File: src/swr_defines.svh
// Constants for the single-wire ID-command slave
`ifndef SWR_DEFINES_SVH
`define SWR_DEFINES_SVH

`define SWR_CLK_MHZ 100
`define SWR_T_RST_US 480
`define SWR_T_PDLY_US 30
`define SWR_T_PLOW_US 120
`define SWR_T_SAMP_US 30
`define SWR_T_TX_US 30
`define SWR_T_CONV_US 750000
`define SWR_CYC(us) ((us) * `SWR_CLK_MHZ)

`define SWR_CMD_SEARCH 8'hf0
`define SWR_CMD_READ 8'h33
`define SWR_CMD_MATCH 8'h55
`define SWR_CMD_SKIP 8'hcc
`define SWR_CMD_ALARM 8'hec

`define SWR_CFG_OFS 4'h4
`define SWR_CFG_RST 8'h7f
`define SWR_CFG_RES_HI 6
`define SWR_CFG_RES_LO 5
`define SWR_CFG_FIXED 8'h1f
`define SWR_TEMP_RST 16'h0550
`define SWR_TH_RST 8'h4b
`define SWR_TL_RST 8'h46
`define SWR_SP5 8'hff
`define SWR_SP6 8'h00
`define SWR_SP7 8'h10
`define SWR_CRC_POLY 8'h8c

`endif

File: src/swr_pkg.sv
// Types and the CRC function of the single-wire ID-command slave
`default_nettype none
`include "swr_defines.svh"
package swr_pkg;
    typedef enum logic [3:0] {
        SWR_IDLE = 4'h0,
        SWR_PWAIT = 4'h1,
        SWR_PDRV = 4'h3,
        SWR_ROMCMD = 4'h2,
        SWR_FUNC = 4'h6,
        SWR_DONE = 4'h7,
        SWR_READ = 4'h5,
        SWR_MATCH = 4'h4,
        SWR_SEARCH = 4'hc
    } swr_state_e;

    typedef struct packed {
        logic valid;
        logic [7:0] cfg;
        logic [7:0] tl;
        logic [7:0] th;
    } swr_sp_wr_s;

    typedef struct packed {
        swr_state_e st;
        logic dq_prev;
        logic oe_n;
        logic slot;
        logic [15:0] low_cnt;
        logic [15:0] tim;
        logic [5:0] bitn;
        logic [1:0] phase;
        logic match_ok;
        logic [7:0] shreg;
        logic [7:0] func_cmd;
        logic func_valid;
        logic [7:0] cfg;
        logic [7:0] th;
        logic [7:0] tl;
        logic [15:0] temp;
        logic alarm;
        logic conv_busy;
        logic conv_done;
        logic [26:0] conv_cnt;
        logic [7:0] sp_crc;
    } swr_regs_s;

    // Shift n bits in, LSB first, from a cleared register
    function automatic logic [7:0] swr_crc8(input logic [63:0] d, input int n);
        logic [7:0] c;
        logic fb;
        c = 8'h00;
        for (int i = 0; i < 64; i++) begin
            if (i < n) begin
                fb = c[0] ^ d[i];
                c = {1'b0, c[7:1]} ^ (fb ? `SWR_CRC_POLY : 8'h00);
            end
        end
        return c;
    endfunction
endpackage
`default_nettype wire

File: src/swr_slave.sv
// Single-wire ID-command slave with resolution config, CRCs and alarm
// How it works
// - Config bits 6 and 5 pick 9, 10, 11 or 12-bit resolution.
// - Both resolution bits come up as one: 12-bit default.
// - Config bit 7 stays zero, bits 4..0 stay one; writes ignored there.
// - Conversion ends within 93.75, 187.5, 375 or 750 ms by resolution.
// - CRC x^8+x^5+x^4+1, cleared register, LSB first one bit each.
// - ID top byte is CRC of 56 bits; scratchpad byte 8 is CRC.
// - Scratchpad CRC follows every change of scratchpad contents.
// - A CRC mismatch never blocks or aborts any command sequence.
// - All command and data bits travel least significant bit first.
// - Line driven only open-drain, released whenever not transmitting.
// - Line low over 480 us is a bus reset to the initial state.
// - Unlimited recovery between bits while the line stays high.
// - Transaction opens with reset pulse, answered by a presence pulse.
// - Only reset, ID command, function command order is obeyed.
// - Five 8-bit ID commands, taken after presence, before function command.
// - F0h joins the bitwise elimination search.
// - 33h sends the whole 64-bit identifier.
// - 55h compares next 64 bits; match selects, else wait for reset.
// - CCh selects without any identifier.
// - ECh acts as search only while alarm flag is set.
// - Alarm set when temp bits 11..4 <= low or >= high threshold.
// - After reset rise wait 15-60 us, then drive low 60-240 us.
`timescale 1ns/10ps
`default_nettype none
module swr_slave #(
    parameter logic [7:0] FAMILY_CODE = 8'h5a,    // Arbitrary value
    parameter logic [47:0] SERIAL = 48'h0123_4567_89ab, // Arbitrary value
    parameter int US_CYC = `SWR_CLK_MHZ, // Clock cycles per microsecond
    parameter int CONV_CYC = `SWR_CYC(`SWR_T_CONV_US)
) (
    input wire logic ref_clk,
    input wire logic reset_n,
    input wire logic dq_in,
    output logic dq_out,
    output logic dq_oe_n,
    input wire swr_pkg::swr_sp_wr_s sp_wr,
    input wire logic conv_start,
    input wire logic [15:0] temp_in,
    output logic [7:0] resolution_config,
    output logic [7:0] sp_crc,
    output logic alarm,
    output logic conv_busy,
    output logic conv_done,
    output logic [7:0] func_cmd,
    output logic func_valid
);
    ////////////////////////////////////////////////////////////////////////
    // Bus timing scales with US_CYC, so a bench may run short slots
    localparam logic [15:0] T_RST = 16'(`SWR_T_RST_US * US_CYC);
    localparam logic [15:0] T_PDLY = 16'(`SWR_T_PDLY_US * US_CYC);
    localparam logic [15:0] T_PLOW = 16'(`SWR_T_PLOW_US * US_CYC);
    localparam logic [15:0] T_SAMP = 16'(`SWR_T_SAMP_US * US_CYC);
    localparam logic [15:0] T_TX = 16'(`SWR_T_TX_US * US_CYC);
    localparam logic [26:0] CONV_FULL = 27'(CONV_CYC);
    localparam logic [55:0] ROM_LOW = {SERIAL, FAMILY_CODE};
    localparam logic [63:0] ROM = {swr_pkg::swr_crc8({8'h00, ROM_LOW}, 56), ROM_LOW};

    logic [1:0] rst_q;
    logic rst_n;
    swr_pkg::swr_regs_s r, n;
    logic [63:0] sp_low;
    logic [1:0] res;
    logic [26:0] conv_lim;
    logic fall, rise, evt, rom_bit, tx_bit, tx_en;

    // Two-flop release so every state flop leaves reset on one edge
    always_ff @(posedge ref_clk or negedge reset_n) begin
        if (!reset_n) begin
            rst_q <= 2'h0;
        end else begin
            rst_q <= {rst_q[0], 1'b1};
        end
    end
    assign rst_n = rst_q[1];

    ////////////////////////////////////////////////////////////////////////
    assign sp_low = {`SWR_SP7, `SWR_SP6, `SWR_SP5, r.cfg, r.tl, r.th, r.temp};
    assign res = {r.cfg[`SWR_CFG_RES_HI], r.cfg[`SWR_CFG_RES_LO]};
    assign conv_lim = CONV_FULL >> (2'd3 - res);
    assign fall = r.dq_prev & ~dq_in;
    assign rise = ~r.dq_prev & dq_in;
    assign evt = r.slot && (r.tim == T_SAMP);
    assign rom_bit = ROM[r.bitn];
    // Only reads of the ID and the first two search phases transmit
    assign tx_en = (r.st == swr_pkg::SWR_READ) ||
                   (r.st == swr_pkg::SWR_SEARCH && r.phase != 2'd2);
    assign tx_bit = (r.st == swr_pkg::SWR_SEARCH && r.phase == 2'd1) ? ~rom_bit : rom_bit;

    // One copy of the state is worked out here and registered below
    always_comb begin
        n = r;
        n.func_valid = 1'b0;
        n.conv_done = 1'b0;
        n.dq_prev = dq_in;
        n.sp_crc = swr_pkg::swr_crc8(sp_low, 64);
        n.low_cnt = dq_in ? 16'h0000 : ((r.low_cnt == 16'hffff) ? r.low_cnt : r.low_cnt + 16'h1);

        // Scratchpad writes from the function-command layer
        if (sp_wr.valid) begin
            n.th = sp_wr.th;
            n.tl = sp_wr.tl;
            n.cfg = (sp_wr.cfg & 8'h60) | `SWR_CFG_FIXED;
        end

        // Conversion timer; result lands no later than the resolution limit
        if (conv_start && !r.conv_busy) begin
            n.conv_busy = 1'b1;
            n.conv_cnt = 27'h0;
        end else if (r.conv_busy) begin
            n.conv_cnt = r.conv_cnt + 27'h1;
            if (r.conv_cnt + 27'h1 >= conv_lim) begin
                n.conv_busy = 1'b0;
                n.conv_done = 1'b1;
                n.temp = temp_in;
                n.alarm = ($signed(temp_in[11:4]) <= $signed(r.tl)) ||
                          ($signed(temp_in[11:4]) >= $signed(r.th));
            end
        end

        // Slot timing: count from each falling edge the master makes
        if (r.slot) begin
            n.tim = r.tim + 16'h1;
            if (r.tim == T_TX) begin
                n.oe_n = 1'b1;
            end
            if (r.tim == T_SAMP) begin
                n.slot = 1'b0;
            end
        end else if (fall && r.oe_n && r.st != swr_pkg::SWR_PWAIT &&
                     r.st != swr_pkg::SWR_PDRV) begin
            n.slot = 1'b1;
            n.tim = 16'h1;
            if (tx_en && !tx_bit) begin
                n.oe_n = 1'b0;
            end
        end

        // Bit handling on the sample point of each slot
        unique case (r.st)
            swr_pkg::SWR_IDLE, swr_pkg::SWR_DONE: ;
            swr_pkg::SWR_PWAIT: begin
                if (rise) begin
                    n.tim = 16'h0;
                    n.st = swr_pkg::SWR_PDRV;
                end
            end
            swr_pkg::SWR_PDRV: begin
                n.tim = r.tim + 16'h1;
                if (r.tim == T_PDLY) begin
                    n.oe_n = 1'b0;
                end else if (r.tim == T_PDLY + T_PLOW) begin
                    n.oe_n = 1'b1;
                    n.tim = 16'h0;
                    n.st = swr_pkg::SWR_ROMCMD;
                end
            end
            swr_pkg::SWR_ROMCMD, swr_pkg::SWR_FUNC: begin
                if (evt) begin
                    n.shreg = {dq_in, r.shreg[7:1]};
                    n.bitn = r.bitn + 6'h1;
                    if (r.bitn == 6'd7) begin
                        n.bitn = 6'h0;
                        n.phase = 2'd0;
                        n.match_ok = 1'b1;
                        n.st = swr_pkg::SWR_DONE;
                        if (r.st == swr_pkg::SWR_FUNC) begin
                            n.func_cmd = {dq_in, r.shreg[7:1]};
                            n.func_valid = 1'b1;
                        end else begin
                            unique case ({dq_in, r.shreg[7:1]})
                                `SWR_CMD_SEARCH: n.st = swr_pkg::SWR_SEARCH;
                                `SWR_CMD_READ: n.st = swr_pkg::SWR_READ;
                                `SWR_CMD_MATCH: n.st = swr_pkg::SWR_MATCH;
                                `SWR_CMD_SKIP: n.st = swr_pkg::SWR_FUNC;
                                `SWR_CMD_ALARM: begin
                                    if (r.alarm) begin
                                        n.st = swr_pkg::SWR_SEARCH;
                                    end
                                end
                                default: n.st = swr_pkg::SWR_DONE;
                            endcase
                        end
                    end
                end
            end
            swr_pkg::SWR_READ: begin
                if (evt) begin
                    n.bitn = r.bitn + 6'h1;
                    if (r.bitn == 6'd63) begin
                        n.st = swr_pkg::SWR_FUNC;
                    end
                end
            end
            swr_pkg::SWR_MATCH: begin
                if (evt) begin
                    n.bitn = r.bitn + 6'h1;
                    if (dq_in != rom_bit) begin
                        n.match_ok = 1'b0;
                    end
                    if (r.bitn == 6'd63) begin
                        n.st = (r.match_ok && dq_in == rom_bit) ? swr_pkg::SWR_FUNC
                                                                 : swr_pkg::SWR_DONE;
                    end
                end
            end
            swr_pkg::SWR_SEARCH: begin
                if (evt) begin
                    n.phase = r.phase + 2'd1;
                    if (r.phase == 2'd2) begin
                        n.phase = 2'd0;
                        n.bitn = r.bitn + 6'h1;
                        // Losers stay off the line until the master resets
                        if (dq_in != rom_bit || r.bitn == 6'd63) begin
                            n.st = swr_pkg::SWR_DONE;
                        end
                    end
                end
            end
            default: n.st = swr_pkg::SWR_IDLE;
        endcase

        // A long low wins over everything and drops all partial progress;
        // the line going high ends it, so the rise into presence is kept
        if (r.low_cnt >= T_RST && r.oe_n && !dq_in) begin
            n.st = swr_pkg::SWR_PWAIT;
            n.slot = 1'b0;
            n.bitn = 6'h0;
            n.phase = 2'd0;
            n.shreg = 8'h00;
        end
    end

    always_ff @(posedge ref_clk or negedge rst_n) begin
        if (!rst_n) begin
            r <= '{st: swr_pkg::SWR_IDLE, dq_prev: 1'b1, oe_n: 1'b1, slot: 1'b0,
                   low_cnt: 16'h0, tim: 16'h0, bitn: 6'h0, phase: 2'd0, match_ok: 1'b1,
                   shreg: 8'h00, func_cmd: 8'h00, func_valid: 1'b0,
                   cfg: `SWR_CFG_RST, th: `SWR_TH_RST, tl: `SWR_TL_RST,
                   temp: `SWR_TEMP_RST, alarm: 1'b0, conv_busy: 1'b0, conv_done: 1'b0,
                   conv_cnt: 27'h0, sp_crc: 8'h00};
        end else begin
            r <= n;
        end
    end

    assign dq_out = 1'b0;
    assign dq_oe_n = r.oe_n;
    assign resolution_config = r.cfg;
    assign sp_crc = r.sp_crc;
    assign alarm = r.alarm;
    assign conv_busy = r.conv_busy;
    assign conv_done = r.conv_done;
    assign func_cmd = r.func_cmd;
    assign func_valid = r.func_valid;

    ////////////////////////////////////////////////////////////////////////
    // Checks on the state register, gathered here at the end of the module
    a_cfg_fixed_bits: assert property (@(posedge ref_clk) disable iff (!rst_n)
        r.cfg[7] == 1'b0 && r.cfg[4:0] == 5'h1f) else $error("config fixed bits altered");
    a_crc_follows: assert property (@(posedge ref_clk) disable iff (!rst_n)
        $changed(sp_low) |=> r.sp_crc == swr_pkg::swr_crc8($past(sp_low), 64))
        else $error("scratchpad CRC stale");
    a_conv_bound: assert property (@(posedge ref_clk) disable iff (!rst_n)
        r.conv_busy |-> r.conv_cnt < conv_lim) else $error("conversion overran limit");
    a_reset_detect: assert property (@(posedge ref_clk) disable iff (!rst_n)
        (r.low_cnt >= T_RST && r.oe_n && !dq_in) |=> r.st == swr_pkg::SWR_PWAIT && !r.slot)
        else $error("long low not taken as reset");

    a_line_release: assert property (@(posedge ref_clk) disable iff (!rst_n)
        (!r.slot && r.st != swr_pkg::SWR_PDRV) |-> r.oe_n)
        else $error("line held outside a slot");
    a_pres_width: assert property (@(posedge ref_clk) disable iff (!rst_n)
        (r.st == swr_pkg::SWR_PDRV && !r.oe_n) |-> r.tim > T_PDLY && r.tim <= T_PDLY + T_PLOW)
        else $error("presence pulse out of window");
    a_func_source: assert property (@(posedge ref_clk) disable iff (!rst_n)
        r.func_valid |-> $past(r.st) == swr_pkg::SWR_FUNC)
        else $error("function byte out of order");
    a_skip_select: assert property (@(posedge ref_clk) disable iff (!rst_n)
        (r.st == swr_pkg::SWR_ROMCMD && evt && r.bitn == 6'd7 && r.low_cnt < T_RST &&
         {dq_in, r.shreg[7:1]} == `SWR_CMD_SKIP) |=> r.st == swr_pkg::SWR_FUNC)
        else $error("broadcast selection not taken");
    a_read_drive: assert property (@(posedge ref_clk) disable iff (!rst_n)
        (r.st == swr_pkg::SWR_READ && !r.oe_n) |-> !rom_bit) else $error("ID bit sent wrong");

    a_pres_quiet: assert property (@(posedge ref_clk) disable iff (!rst_n)
        (r.st == swr_pkg::SWR_PWAIT) |-> r.oe_n) else $error("drive before reset rise");
    a_search_drop: assert property (@(posedge ref_clk) disable iff (!rst_n)
        (r.st == swr_pkg::SWR_SEARCH && evt && r.phase == 2'd2 && dq_in != rom_bit &&
         r.low_cnt < T_RST) |=> r.st == swr_pkg::SWR_DONE) else $error("search loser kept on");
    a_match_fail: assert property (@(posedge ref_clk) disable iff (!rst_n)
        (r.st == swr_pkg::SWR_MATCH && evt && dq_in != rom_bit && r.low_cnt < T_RST)
        |=> !r.match_ok) else $error("ID mismatch not recorded");
    a_alarm_silent: assert property (@(posedge ref_clk) disable iff (!rst_n)
        (r.st == swr_pkg::SWR_ROMCMD && evt && r.bitn == 6'd7 && !r.alarm &&
         {dq_in, r.shreg[7:1]} == `SWR_CMD_ALARM && r.low_cnt < T_RST)
        |=> r.st == swr_pkg::SWR_DONE) else $error("alarm search answered without alarm");
    a_lsb_first: assert property (@(posedge ref_clk) disable iff (!rst_n)
        (r.st == swr_pkg::SWR_ROMCMD && evt && r.low_cnt < T_RST)
        |=> r.shreg[7] == $past(dq_in)) else $error("bit order wrong");
endmodule // swr_slave
`default_nettype wire

File: config.mk
export PLATFORM = sky130hd
export DESIGN_NAME = swr_slave
export DESIGN_NICKNAME = d
export VERILOG_FILES = /design/src/swr_pkg.sv /design/src/swr_slave.sv
export VERILOG_INCLUDE_DIRS = /design/src
export SDC_FILE = /design/constraint.sdc
export NUM_CORES = 1
export LEC_CHECK = 0
export BUFFER_PORTS_ARGS = -buffer_cell sky130_fd_sc_hd__buf_2
export CAP_MARGIN = 30
export CORE_MARGIN = 1
export CORE_UTILIZATION = 47
export CTS_CLUSTER_SIZE = 24
export DETAILED_ROUTE_END_ITERATION = 7
export PLACE_DENSITY = 0.65
export SYNTH_ARGS = -nofsm -noshare
export SYNTH_HDL_FRONTEND = slang
export SYNTH_SLANG_ARGS = --single-unit
File: constraint.sdc
create_clock -name ref_clk -period 6.2 [get_ports ref_clk]
set_clock_uncertainty 0.15 [all_clocks]
set_input_delay 1.24 -clock ref_clk [delete_from_list [all_inputs] [get_ports ref_clk]]
set_output_delay 1.24 -clock ref_clk [all_outputs]
set_load 0.005 [all_outputs]
; Word-level counts from Yosys, hierarchy flattened
; Memories as Yosys holds them, arrays and structs flattened.
; Cells that the tools add are included.
[classes]
addsub = 6
magnitude_cmp = 5
n_eq_ne = 44
shift = 1
n_mux = 121
n_bitwise = 102
reduce_logical = 34
[ops]
columns = cell, n
row1 = two-way mux 8 bit, 68
row2 = bitwise XOR 7 x 8 -> 8 bit, 63
row3 = two-way mux 16 bit, 7
row4 = two-way mux 4 bit, 15
row5 = bitwise XOR 1 bit, 33
row6 = adder 16 x 1 -> 16 bit (second input constant), 2
row7 = one-hot mux 16 bit (2 select lines), 1
row8 = two-way mux 29 bit, 1
row9 = one-hot mux 4 bit (7 select lines), 1
row10 = adder 27 x 1 -> 27 bit (second input constant), 1
row11 = greater-or-equal comparator 27 bit, 1
row12 = two-way mux 27 bit, 1
row13 = two-way mux 9 bit, 3
row14 = >> shifter 27 x 2 -> 27 bit (first input constant), 1
row15 = two-way mux 26 bit, 1
row16 = == test 8 bit (second input constant), 3
row17 = inequality test 3 bit (second input constant), 7
row18 = one-hot mux 4 bit (5 select lines), 1
row19 = one-hot mux 6 bit (3 select lines), 1
row20 = two-way mux 17 bit, 1
row21 = == test 16 x 12 -> 1 bit (second input constant), 1
row22 = == test 16 x 14 -> 1 bit (second input constant), 1
row23 = == test 16 bit (second input constant), 1
row24 = == test 4 x 3 -> 1 bit (second input constant), 4
row25 = other kinds (43), 94
[word_totals]
regBits = 139
romBits = 64
input_bits = 45
out_inout_bits = 30
elab_cells = 336
mem_count = 1
[mem_list]
columns = memory, words, word_bits, read_ports, rd_clocked_by_memory_dff, wr, line
row1 = (no name shown), 64, 1, 1, 0, 0, swr_slave.sv:85  ; assign rom_bit = ROM[r.bitn];

; Depth between registers and ports, before layout
[logic_depth]
word_depth = 160
depth_mapped = 19
ltp_nobuf = 17

; Least setup slack after synthesis
; Ideal clock, no wire load.
[synth_path]
path_type = register to register
startpoint = reg r[8] (netlist bit)
endpoint = reg r[47] (netlist bit)
setup_time_ns = 0.125
t_arrival_ns = 4.568
required_time_ns = 5.925
setup_slack_ns = 1.357
stages_incl_launch_ff = 19
path_buffers = 2
synth_period_minus_slack_ns = 4.843
cell_sequence = dfrtp_1 > ha_1 > and3_1 > and3_1 > clkbuf_1 > nor4b_2 > and3_1 > nand3_1 > nor2_1 > nand3_1 > or2_2 > xnor2_1 > ha_1 > nand3_1 > a2111oi_0 > nand3_1 > o21ai_2 > buf_6 > mux2_2
[synth_between]
elab_chain_cells = 3
[synth_lines]
columns = element, line
row1 = "start, declared", swr_slave.sv:62  ; swr_pkg::swr_regs_s r, n;
row2 = "start signal, assigned", swr_slave.sv:237  ; r <= '{st: swr_pkg::SWR_IDLE, dq_prev: 1'b1, oe_n: 1'b1, slot: 1'b0,
row3 = "start signal, assigned", swr_slave.sv:244  ; r <= n;
row4 = adder 27 x 1 -> 27 bit, swr_slave.sv:113  ; if (r.conv_cnt + 27'h1 >= conv_lim) begin
row5 = greater-or-equal comparator 27 bit, swr_slave.sv:113
row6 = AND reduction 3 bit (no line), --
; No other way between the ends.
; A chain may end at the register's enable or synchronous reset.

; Final worst setup path
[layout_path]
startpoint = reg r[8] (netlist bit)
endpoint = reg r, in the netlist alarm
; Same word-level chain as after synthesis.

==> flow_summary.json <==
{
  "status": "finished clean",
  "timing.setup.tns_ns": 0,
  "netlist-cell-type-count": 62,
  "setup.worst_path.start_class": "register",
  "postSynthAreaPerCell_um2": 9.36,
  "synth_top_area_cell": "sky130_fd_sc_hd__dfrtp_1",
  "num_io_pins": 75,
  "maxClockFrequency_mhz": 189,
  "detailroute.via_count": 6515,
  "cts_hold_buffers": 0,
  "place_worst_setup_slack_ns": 0.930,
  "final_period_minus_worst_setup_slack_ns": 5.28,
  "hp-class": "register to async pin",
  "initial_utilization": 0.486,
  "cts.sinks": 138,
  "detail_route.iter0.violations": 449,
  "crit_start": "r[8]",
  "antenna_cells": 0,
  "synthFlopType": "sky130_fd_sc_hd__dfrtp_1",
  "final_cell_mix": "121 x sky130_fd_sc_hd__dfrtp_1, 106 x sky130_fd_sc_hd__nand2_1, 87 x sky130_fd_sc_hd__o21ai_0, 84 x sky130_fd_sc_hd__xnor2_1, 61 x sky130_fd_sc_hd__buf_2",
  "post-cts-setup-buffer-count": 0,
  "antenna_found_initial": 0,
  "finalHoldViolations": 0,
  "final_layout_size_suffix_gt1_frac": 0.157,
  "worst_r2r_endpoint": "alarm",
  "layout.area.seq_um2": 3480,
  "io_buffer_count": 61,
  "cts_htree_levels": 4,
  "worst-endpoint-required_ns": 6.35,
  "wl_per_cell_um": 14.6,
  "fp.dieArea_um2": 19400,
  "detail_route.drc_violations": 0,
  "report.final.slew_viol_count": 0,
  "cts_tree": "built",
  "die_x_um": 139,
  "floorplan.die.height_um": 139,
  "maxCapViolations": 0,
  "mostFrequentLayoutCell": "sky130_fd_sc_hd__dfrtp_1",
  "drtAntennaViolNets": 0,
  "r2r_slack_ns": 0.92,
  "grt_usage": 0.196,
  "worst_slew_margin_rel": 0.348,
  "critPathMaxStageDelay_ns": 0.57,
  "route.final.wire_length_mm": 17.9,
  "viasPerCell": 5.33,
  "synth_async_sr_flop_share": 1.00,
  "clk_pin_slew_ns": 0.06,
  "grt_pass1_wl_mm": 30.9,
  "multi_input_combinational_cell_area_um2": 4910,
  "detailedPlacementHpwl_mm": 12.6,
  "synth_largest_type_area_fraction": 0.345,
  "syn-cell-area_um2": 8850,
  "worst_slew_pin_slew_ns": 0.977,
  "post_cts.resized_instances": 0,
  "grt_setup_unrepaired": "false",
  "buffer_type_at_the_clock_tree_root": "sky130_fd_sc_hd__clkbuf_16",
  "synth_warnings": 0,
  "vias_in_the_first_global_route": 6350,
  "layout_area_overhead_pct": 10.8,
  "min_period_over_period": 0.852,
  "layout_setup_ws_ns": 0.918,
  "numCtsBuffers": 17,
  "crit_chain": "ha_1 -> and3_1 -> and3_1 -> nor4b_2 -> buf_4 -> and3_1 -> nand3_1 -> nor2_1 -> nand3_1 -> nor4_1 -> xor2_1 -> ha_1 -> nand3_1 -> a2111oi_0 -> o311a_1 -> a21oi_1 -> o21ai_2 -> buf_8 -> mux2_2",
  "drt-pass1-iter-count": 7,
  "timing.final.setup_violations": 0,
  "number_of_enable_type_register_cells_in_the_synthesized_netlist": 0,
  "ys_seq_elements": 138,
  "insertion_delay_ns": 0.42,
  "synthTopCellsByArea": "sky130_fd_sc_hd__dfrtp_1 34%, sky130_fd_sc_hd__xnor2_1 8.3%, sky130_fd_sc_hd__ha_1 7.3%",
  "critPathMaxFanout": 17,
  "worst_ep_arrival_time_ns": 5.43,
  "critPathSlowestCell": "sky130_fd_sc_hd__a2111oi_0",
  "floorplan.rows": 49,
  "worst_r2r_startpoint": "r[8]",
  "ctsLongestPathBuffers": 2,
  "synth_sequential_area_ratio": 0.392,
  "post_synth_inst_count": 946,
  "placeableCoreArea_um2": 18200,
  "fillCellCount": 1630,
  "grt-ovfl-total": 0,
  "final_nets": 1078,
  "worst-r2r-cell-count": 19,
  "grt_start_max_net_pins": 59,
  "gp_congestion": 0.842,
  "crit_path_end_kind": "register",
  "critPathKind": "register to register",
  "setup.worst_path.end": "alarm"
}
synth_stat cells, drive strengths merged (10+ instances only):
master    n
clkbuf   30
xor2     29
dfrtp   122
nand2b   12
mux2     29
xnor2    89
a21oi    46
nor2b    21
and3     19
nor2     42
nand4    10
buf      27
ha       52
inv      47
o21ai    88
nand3    36
dfstp    16
nand2   106
logic make-up after synthesis:
| group | count (synthesis) | share of synthesized area |
|---|---|---|
| AND/OR/NAND/NOR | 302 | 0.175 |
| AO/OA/AOI/OAI | 189 | 0.124 |
| flip-flops | 138 | 0.392 |
| XOR/XNOR | 123 | 0.135 |
| buffers and inverters | 104 | 0.0555 |
| adder cells (fa/ha/maj) | 52 | 0.0735 |
| multiplexers | 36 | 0.0448 |
| other | 2 | 0.000848 |
registers in the layout (all words and copies together) (netlist names):
name,flops
r,113
func_cmd,8
sp_crc,8
resolution_config,2
rst_q,2
alarm,1
conv_busy,1
conv_done,1
dq_oe_n,1
func_valid,1
metrics by stage:
stage	utilization	instances	hold WS [ns]	cell area, um^2
floorplan	-	952	0.181	8880
global placement	0.505	1189	0.185	9190
detailed placement	0.507	1191	0.111	9230
CTS	0.539	1223	0.114	9810
global route	0.539	1223	0.140	9810
finish	0.539	1223	0.100	9810
critical path, delay by kind of cell (launching register included):
kind | cells | cell delay (ns)
flip-flops | 1 | 0.42
buffers and inverters | 2 | 0.41
adder cells (fa/ha/maj) | 2 | 0.54
AO/OA/AOI/OAI | 4 | 1.03
XOR/XNOR | 1 | 0.15
AND/OR/NAND/NOR | 9 | 2.10
multiplexers | 1 | 0.36
metal layers:
layer / GRT usage / vias to the layer above / share of wire
met5: 0 / - / 0
met4: 0.0632 / 0 / 0.0099
met3: 0.0310 / 15 / 0.027
met2: 0.312 / 97 / 0.46
met1: 0.273 / 3096 / 0.50
li1: - / 3307 / -
cell type report:
cell class	instances	area share
multi-input cells	710	0.501
flip-flops and latches	138	0.355
clock buffers	25	0.0495
repair buffers	67	0.0385
well taps	229	0.0292
inverters	47	0.0180
clock inverters	7	0.00918
worst min path at each step:
stage | to | startpoint | depth (start not counted)
6_report | r[41] | rst_q[1] | 0
5_1_grt | r[41] | rst_q[1] | 0
3_5_place_dp | r[41] | rst_q[1] | 0
2_1_floorplan | rst_q[1] | rst_q[0] | 0
3_3_place_gp | rst_q[1] | rst_q[0] | 0
4_1_cts | r[51] | rst_q[1] | 0
Power is not shown: default switching activity piles up to over one toggle a cycle in this logic, so the estimate is an artifact.
